File: src/verilog/dtx_pkg.sv
// dtx_pkg: constants for the dtmf transceiver host port and steering logic
// assumes one 10 MHz system clock; the analog front end lives outside
package dtx_pkg;
  localparam int unsigned clock_hz       = 10_000_000;
  localparam int unsigned ref_khz        = 3580;
  localparam int unsigned burst_ms       = 51;
  localparam int unsigned burst_cycles   = (clock_hz / 1000) * burst_ms;
  localparam int unsigned settle_ns      = 300;
  localparam int unsigned settle_cycles  = (settle_ns * (clock_hz / 1_000_000) + 999) / 1000;

  // register select values
  localparam logic        sel_data       = 1'h0;
  localparam logic        sel_ctrl       = 1'h1;

  // control register bits
  localparam int unsigned ctl_tone_en    = 0;
  localparam int unsigned ctl_cp_mode    = 1;
  localparam int unsigned ctl_irq_en     = 2;
  localparam int unsigned ctl_burst      = 3;
  localparam logic [3:0]  ctl_reset      = 4'h0;

  // status register bits
  localparam int unsigned sts_irq        = 0;
  localparam int unsigned sts_tx_empty   = 1;
  localparam int unsigned sts_rx_full    = 2;
  localparam int unsigned sts_dst        = 3;

  typedef enum logic [1:0] {
    dtx_idle,
    dtx_tone,
    dtx_pause
  } dtx_burst_state_type;
endpackage : dtx_pkg
File: src/verilog/dtx_burst_if.sv
// dtx_burst_if: control and status between the host port and the burst timer
// assumes both ends on the same clock
`timescale 1ns/1ps
`default_nettype none
interface dtx_burst_if;
  logic start;
  logic burst_mode;
  logic tone_enable;
  logic tone_on;
  logic done;
  modport ctrl  (output start, output burst_mode, output tone_enable, input tone_on, input done);
  modport timer (input start, input burst_mode, input tone_enable, output tone_on, output done);
endinterface : dtx_burst_if
`default_nettype wire

File: src/verilog/dtx_burst_timer.sv
// dtx_burst_timer: tone burst and pause counter
// assumes start is a one-cycle pulse from the host port
`timescale 1ns/1ps
`default_nettype none
module dtx_burst_timer #(
  parameter int unsigned BURST_CYCLES = dtx_pkg::burst_cycles
) (
  input  wire logic  i_clock,
  input  wire logic  i_rstn,
  dtx_burst_if.timer bus
);
  localparam int unsigned cw = $clog2(BURST_CYCLES + 1);
  localparam logic [cw-1:0] last = cw'(BURST_CYCLES - 1);

  dtx_pkg::dtx_burst_state_type state;
  dtx_pkg::dtx_burst_state_type next_state;
  logic [cw-1:0] count;
  wire           count_end = (count == last);
  wire           burst_go  = bus.start && bus.burst_mode && bus.tone_enable;

  always_comb begin
    next_state = state;
    unique case (state)
      dtx_pkg::dtx_idle:  if (burst_go) next_state = dtx_pkg::dtx_tone;
      dtx_pkg::dtx_tone:  if (count_end) next_state = dtx_pkg::dtx_pause;
      dtx_pkg::dtx_pause: if (count_end) next_state = dtx_pkg::dtx_idle;
      default:            next_state = dtx_pkg::dtx_idle;
    endcase
  end

  always_ff @(posedge i_clock or negedge i_rstn) begin
    if (!i_rstn) begin
      state <= dtx_pkg::dtx_idle;
      count <= '0;
      bus.done <= 1'b0;
    end else begin
      state <= next_state;
      count <= (state != next_state || state == dtx_pkg::dtx_idle) ? '0 : count + 1'b1;
      bus.done <= (state == dtx_pkg::dtx_pause) && count_end;
    end
  end

  // outside burst mode the tone simply follows the enable bit
  assign bus.tone_on = bus.burst_mode ? (state == dtx_pkg::dtx_tone) : bus.tone_enable;
endmodule : dtx_burst_timer
`default_nettype wire

File: src/verilog/dtx_host_steering.sv
// dtx_host_steering: four-bit host port, steering and interrupt logic
// assumes all pins synchronous to i_clock; analog detector supplies group indices
`timescale 1ns/1ps
`default_nettype none
module dtx_host_steering #(
  parameter int unsigned BURST_CYCLES  = dtx_pkg::burst_cycles,
  parameter int unsigned SETTLE_CYCLES = dtx_pkg::settle_cycles
) (
  input  wire logic       i_clock,
  input  wire logic       i_rstn,
  input  wire logic       i_separate_strobes,
  input  wire logic       i_chip_select_n,
  input  wire logic       i_register_select,
  input  wire logic       i_read_write,
  input  wire logic       i_data_or_read_strobe,
  input  wire logic [3:0] i_host_data_nibble,
  output logic      [3:0] o_host_data_nibble,
  output logic            o_host_data_nibble_oe_n,
  output logic            o_interrupt_or_progress_out,
  output logic            o_interrupt_or_progress_oe_n,
  input  wire logic       i_pair_valid,
  input  wire logic [1:0] i_low_group,
  input  wire logic [1:0] i_high_group,
  input  wire logic       i_progress_level,
  output logic            o_early_tone_detect,
  input  wire logic       i_steering_in_guard_out,
  output logic            o_steering_in_guard_out,
  output logic            o_steering_in_guard_oe_n,
  output logic            o_tone_on,
  output logic      [3:0] o_tone_code
);
  // host access decode; chip select already qualified by the host
  wire sel         = !i_chip_select_n;
  wire rd_strobe   = i_separate_strobes ? !i_data_or_read_strobe
                                        : (i_data_or_read_strobe && i_read_write);
  wire wr_strobe   = i_separate_strobes ? !i_read_write
                                        : (i_data_or_read_strobe && !i_read_write);
  // limitation: the bus enable is registered, so it lets go one clock after the strobe
  wire rd_active   = sel && rd_strobe;
  wire wr_active   = sel && wr_strobe;

  logic       wr_prev;
  logic       rd_prev;
  logic       rd_sel_prev;
  logic [3:0] ctrl;
  logic [3:0] tx_code;
  logic       tx_empty;
  logic [3:0] rx_code;
  logic       rx_full;
  logic       dst;
  logic       irq_pending;
  logic       st_prev;
  logic       settle_busy;
  logic [7:0] settle_count;
  logic [3:0] pending_code;

  wire wr_take     = wr_active && !wr_prev;
  wire rd_end      = rd_prev && !rd_active;
  wire wr_data     = wr_take && (i_register_select == dtx_pkg::sel_data);
  wire wr_ctrl     = wr_take && (i_register_select == dtx_pkg::sel_ctrl);
  wire read_data   = rd_end && (rd_sel_prev == dtx_pkg::sel_data);
  wire read_status = rd_end && (rd_sel_prev == dtx_pkg::sel_ctrl);

  // digit code from tone group indices; low groups 697/770/852/941, high 1209/1336/1477/1633
  function automatic logic [3:0] digit_code(input logic [1:0] lo, input logic [1:0] hi);
    logic [3:0] c;
    c = 4'h0;
    if (hi == 2'h3)
      c = (lo == 2'h3) ? 4'h0 : 4'(4'hd + {2'h0, lo});
    else if (lo == 2'h3)
      c = (hi == 2'h0) ? 4'hb : ((hi == 2'h1) ? 4'ha : 4'hc);
    else
      c = 4'({lo, 2'h0} - {2'h0, lo} + {2'h0, hi} + 4'h1);
    return c;
  endfunction : digit_code

  // steering: register on the rise above threshold only
  wire st_rise     = i_steering_in_guard_out && !st_prev;
  wire st_low      = !i_steering_in_guard_out;
  wire settle_done = settle_busy && (settle_count == 8'(SETTLE_CYCLES - 1));

  // status nibble placed by the package bit positions
  wire [3:0] status_word;
  assign status_word[dtx_pkg::sts_irq]      = irq_pending;
  assign status_word[dtx_pkg::sts_tx_empty] = tx_empty;
  assign status_word[dtx_pkg::sts_rx_full]  = rx_full;
  assign status_word[dtx_pkg::sts_dst]      = dst;
  wire [3:0] read_word   = (i_register_select == dtx_pkg::sel_data) ? rx_code : status_word;
  wire       tx_done;
  wire       tone_en     = ctrl[dtx_pkg::ctl_tone_en];
  wire       burst_en    = ctrl[dtx_pkg::ctl_burst];
  wire       irq_en      = ctrl[dtx_pkg::ctl_irq_en];
  wire       cp_mode     = ctrl[dtx_pkg::ctl_cp_mode];
  wire       irq_low     = irq_en && (irq_pending || dst);

  // next values of the flags; a setting event wins over its clear, except tx_empty, where a data write wins over tx_done
  wire       next_rd_sel      = rd_active ? i_register_select : rd_sel_prev;
  // a write in the same cycle as completion keeps the buffer full
  wire       next_tx_empty    = wr_data ? 1'b0 : (tx_done || tx_empty);
  wire       next_settle_busy = st_rise || (settle_busy && !settle_done && !st_low);
  wire       next_dst         = settle_done || (dst && !st_low);
  wire       next_rx_full     = settle_done || (rx_full && !read_data);
  wire       next_irq_pending = settle_done || tx_done || (irq_pending && !read_status);

  dtx_burst_if burst_bus ();
  assign burst_bus.start       = wr_data;
  assign burst_bus.burst_mode  = burst_en;
  assign burst_bus.tone_enable = tone_en;
  assign tx_done               = burst_bus.done;

  dtx_burst_timer #(
    .BURST_CYCLES (BURST_CYCLES)
  ) u_burst (
    .i_clock (i_clock),
    .i_rstn  (i_rstn),
    .bus     (burst_bus.timer)
  );

  // host port state
  always_ff @(posedge i_clock or negedge i_rstn) begin
    if (!i_rstn) begin
      wr_prev     <= 1'b0;
      rd_prev     <= 1'b0;
      rd_sel_prev <= 1'b0;
      ctrl        <= dtx_pkg::ctl_reset;
      tx_code     <= 4'h0;
      tx_empty    <= 1'b1;
    end else begin
      wr_prev     <= wr_active;
      rd_prev     <= rd_active;
      rd_sel_prev <= next_rd_sel;
      if (wr_ctrl) ctrl <= i_host_data_nibble;
      if (wr_data) tx_code <= i_host_data_nibble;
      tx_empty    <= next_tx_empty;
    end
  end

  // receive steering and delayed steering
  always_ff @(posedge i_clock or negedge i_rstn) begin
    if (!i_rstn) begin
      st_prev      <= 1'b0;
      settle_busy  <= 1'b0;
      settle_count <= 8'h0;
      pending_code <= 4'h0;
      rx_code      <= 4'h0;
      rx_full      <= 1'b0;
      dst          <= 1'b0;
    end else begin
      st_prev      <= i_steering_in_guard_out;
      if (st_rise) pending_code <= digit_code(i_low_group, i_high_group);
      settle_busy  <= next_settle_busy;
      settle_count <= settle_busy ? settle_count + 8'h1 : 8'h0;
      if (settle_done) rx_code <= pending_code;
      dst          <= next_dst;
      rx_full      <= next_rx_full;
    end
  end

  // interrupt: events win over a clearing status read
  always_ff @(posedge i_clock or negedge i_rstn) begin
    if (!i_rstn) begin
      irq_pending <= 1'b0;
    end else begin
      irq_pending <= next_irq_pending;
    end
  end

  // pin drivers, all registered; one short block per pin group
  wire data_drive_n  = !rd_active;
  wire irq_drive_n   = cp_mode ? i_progress_level : !irq_low;
  // guard drives toward early detect whenever the sensed level disagrees
  wire guard_hold    = i_pair_valid && (dst || settle_busy || st_rise);
  wire guard_differs = i_pair_valid != i_steering_in_guard_out;
  wire guard_drive_n = !(guard_hold || guard_differs);

  always_ff @(posedge i_clock or negedge i_rstn) begin
    if (!i_rstn) begin
      o_host_data_nibble      <= 4'h0;
      o_host_data_nibble_oe_n <= 1'b1;
    end else begin
      o_host_data_nibble      <= read_word;
      o_host_data_nibble_oe_n <= data_drive_n;
    end
  end

  // open drain: the level is tied low, only the enable moves
  always_ff @(posedge i_clock or negedge i_rstn) begin
    if (!i_rstn) begin
      o_interrupt_or_progress_out  <= 1'b0;
      o_interrupt_or_progress_oe_n <= 1'b1;
    end else begin
      o_interrupt_or_progress_out  <= 1'b0;
      o_interrupt_or_progress_oe_n <= irq_drive_n;
    end
  end

  always_ff @(posedge i_clock or negedge i_rstn) begin
    if (!i_rstn) begin
      o_early_tone_detect <= 1'b0;
    end else begin
      o_early_tone_detect <= i_pair_valid;
    end
  end

  always_ff @(posedge i_clock or negedge i_rstn) begin
    if (!i_rstn) begin
      o_steering_in_guard_out  <= 1'b0;
      o_steering_in_guard_oe_n <= 1'b1;
    end else begin
      o_steering_in_guard_out  <= i_pair_valid;
      o_steering_in_guard_oe_n <= guard_drive_n;
    end
  end

  always_ff @(posedge i_clock or negedge i_rstn) begin
    if (!i_rstn) begin
      o_tone_on   <= 1'b0;
      o_tone_code <= 4'h0;
    end else begin
      o_tone_on   <= burst_bus.tone_on;
      o_tone_code <= tx_code;
    end
  end
endmodule : dtx_host_steering
`default_nettype wire

File: config.mk
export PLATFORM = sky130hd
export DESIGN_NAME = dtx_host_steering
export DESIGN_NICKNAME = d
export VERILOG_FILES = /design/src/verilog/dtx_pkg.sv /design/src/verilog/dtx_burst_if.sv /design/src/verilog/dtx_burst_timer.sv /design/src/verilog/dtx_host_steering.sv
export SDC_FILE = /design/constraint.sdc
export NUM_CORES = 1
export LEC_CHECK = 0
export ABC_AREA = 1
export BUFFER_PORTS_ARGS = -buffer_cell sky130_fd_sc_hd__buf_2
export CORE_ASPECT_RATIO = 1.2
export CORE_UTILIZATION = 60
export DETAILED_ROUTE_END_ITERATION = 12
export PLACE_DENSITY = 0.89
export REMOVE_ABC_BUFFERS = 1
export SYNTH_ARGS = -nofsm -noshare
export SYNTH_HDL_FRONTEND = slang
export SYNTH_HIERARCHICAL = 1
export SYNTH_SLANG_ARGS = --single-unit
File: constraint.sdc
create_clock -name i_clock -period 3 [get_ports i_clock]
set_input_delay 0.3 -clock i_clock [delete_from_list [all_inputs] [get_ports i_clock]]
set_output_delay 0.3 -clock i_clock [all_outputs]
set_load 0.02 [all_outputs]
==> reports/metrics.yaml <==
setup_path:
  worstReg2RegStart: "u_burst/count[0]"
  critPathMaxStageDelay_ps: 520
  slowest_stage: "o22ai_4"
  rrSetupSlack_ps: 1250
  arrival_ps: 1960
  cp.buffers_inverters: 1
  path_class: "reg -> reg"
  crit_path_max_fanout: 19
  crit_family: "compound AO/OA/AOI/OAI gates"
  crit_chain: "ha_1 > nand3_2 > clkinv_1 > nand3_2 > o22ai_4 > nor2_1"
  required_ps: 3210
  r2r-end: "u_burst/count[15]"
  worst_setup_path_start_kind: "flop"
  end_kind: "flop"
  ff2ff_path_depth: 6
  critPathMostFrequentCell: "nand3_2"
sta:
  drv_slew: 0
  fmax_mhz: 571
  hold_ws_ps: 90.1
  clock_skew_ps: 9.32
  slew_headroom_pct: 34.5
  setup_viol: 0
  fin_crit_ps: 1750
  tightest_slew_ps: 983
  setup-tns-final_ps: 0
  rsz0062_at_grt: "false"
  min_period_over_period_pct: 58.4
  hold_viol_final: 0
routing:
  viasPerCell: 5.24
  ant_nets: 0
  drt-total-wl_um: 6180
  dr.pass1.iters: 4
  drt-initial-drc-count: 140
  routedWlPerCell_um: 12.8
  drc: 0
  num_vias: 2535
clock_tree:
  cts_hold_buf: 0
  htree_levels: 3
  clockBufferDepth: 2
  post_cts_resized: 0
  cts_setup_buffers: 0
  cts_root_buf: "clkbuf_8"
  cts_buffers: 9
  cts_tree: "done"
  cts.clk_slew.worst_paths_ps: 70
  insertion_delay_ps: 350
  cts_sinks: 68
global_route:
  grt_pass1_vias: 2485
  grt_use_met3_pct: 3.64
  grt.met2_usage_pct: 43.7
  grt_max_degree: 48
  grt_pass1_wl_um: 10600
  antenna_found_initial: 0
  grt.total_usage_pct: 24.3
  overflow: 0
  grt_use_met1_pct: 26.9
  grt.busiest_layer: "met2"
hold_path:
  min-delay-start: "i_pair_valid"
  holdPathStages: 1
  holdPathEnd: "o_early_tone_detect"
  min_path_type: "in -> reg"
outcome:
  outcome: "finished clean"
placement:
  portBuffers: 31
  placedInstanceArea_sq_um: 3440
  globalplace.congestion: 0.864
  hpwl_um: 4250
yosys:
  synth_area_sq_um: 3240
  yosys_warnings: 6
  synth_seq_cells: 68
  synthCells: 381
  syn_area_per_cell_sq_um: 8.51
  synth.distinct_cells: 32
  synth-seq-area-share_pct: 52.6
floorplan:
  pin_count: 33
  die_h_um: 82.5
  core-area_sq_um: 5080
  num_rows: 28
  start_util_pct: 63.8
  die_w_um: 69.1
  dieArea_sq_um: 5700
layout:
  diodes: 0
  final_cell_mix: "nand2_1 (103), dfrtp_1 (64), nor2_1 (54), inv_1 (43), buf_2 (31)"
  final_common_cell: "nand2_1"
  final_nets: 445
  areaGrowthSynthToFinish_pct: 14.0
  fin_area_sq_um: 3700
  layout-drive-gt1-share_pct: 18.6
  fillers: 353
power_and_ir_drop:
  p_leak_nw: 1.88
  vdd_drop_max_mv: 0.449
  power.density_nw_per_um2: 639
run:
  drv_cap: 0
## state kept, by name (all words and copies together) (netlist names), 2 cells and up
register / flops
settle_count: 8
o_host_data_nibble: 4
u_burst/state: 2
pending_code: 4
ctrl: 4
u_burst/count: 19
tx_code: 4
rx_code: 4
o_tone_code: 4
## synthesized netlist by cell type (all sizes together)
library cell,instances,area [sq um]
nand2,106,410
a21oi,10,50.1
o21ai,11,55.1
o21bai,1,7.51
fa,1,20.0
xor2,10,87.6
nor3,2,15.0
dfrtp,64,1600
o22ai,2,26.3
inv,43,161
xnor2,3,26.3
nand3,29,155
ha,7,87.6
nand4,4,25.0
clkinv,1,3.75
o21a,1,7.51
or2,1,6.26
dfstp,4,105
nor2,73,332
a31oi,1,6.26
buf,6,50.0
conb,1,3.75
## cell type report
class | count | area [sq um] | area share [%]
clock buffer | 11 | 151 | 4.10
clock inverter | 5 | 106 | 2.88
multi-input combinational | 263 | 1320 | 35.7
timing repair buffer | 33 | 170 | 4.60
inverter | 44 | 165 | 4.47
sequential | 68 | 1710 | 46.2
tap | 60 | 75.1 | 2.03
## per-layer routing
metal | up-vias | wire length (um) | share of wire (%)
met1 | 1199 | 2480 | 40
li1 | 1255 | - | -
met5 | - | 0 | 0
met3 | 20 | 176 | 2.8
met4 | 0 | 209 | 3.4
met2 | 61 | 3310 | 54
## per-stage QoR
| stage | total power [mW] | utilization, % | std cells | setup WS, ps |
|---|---|---|---|---|
| floorplan | 1.30 | - | 375 | 1350 |
| global placement | 1.41 | 67.7 | 468 | 1210 |
| detailed placement | 1.42 | 67.7 | 468 | 1150 |
| CTS | 2.38 | 72.8 | 484 | 1240 |
| global route | 2.46 | 72.8 | 484 | 1110 |
| finish | 2.36 | 72.8 | 484 | 1250 |
## report_power, final
part           switching [mW]  internal (mW)  total [mW]
combinational           0.189          0.105       0.295
sequential             0.0750           1.04        1.12
clock                   0.352          0.600       0.952
## logic make-up (layout without fill, tap and decap cells)
| logic type | count (synthesis) | in the layout | share of synthesized area (%) |
|---|---|---|---|
| AO/OA/AOI/OAI | 26 | 26 | 4.71 |
| XOR/XNOR | 13 | 13 | 3.51 |
| adder cells (fa/ha/maj) | 8 | 8 | 3.32 |
| buffers and inverters | 50 | 93 | 6.64 |
| flip-flops | 68 | 68 | 52.6 |
| other | 1 | 1 | 0.116 |
| AND/OR/NAND/NOR | 215 | 215 | 29.1 |
## worst max-delay path by stage
stage,from,end,slack (ps),cells after the start
6_report,u_burst/count[0],u_burst/count[15],1250,6
5_1_grt,u_burst/count[0],u_burst/count[15],1110,6
4_1_cts,u_burst/count[0],u_burst/count[15],1240,6
3_5_place_dp,i_high_group[1],pending_code[2],1150,10
3_3_place_gp,i_high_group[1],pending_code[2],1210,10
2_1_floorplan,i_high_group[1],pending_code[2],1350,9
No activity file was read; power rests on OpenSTA's default activity.
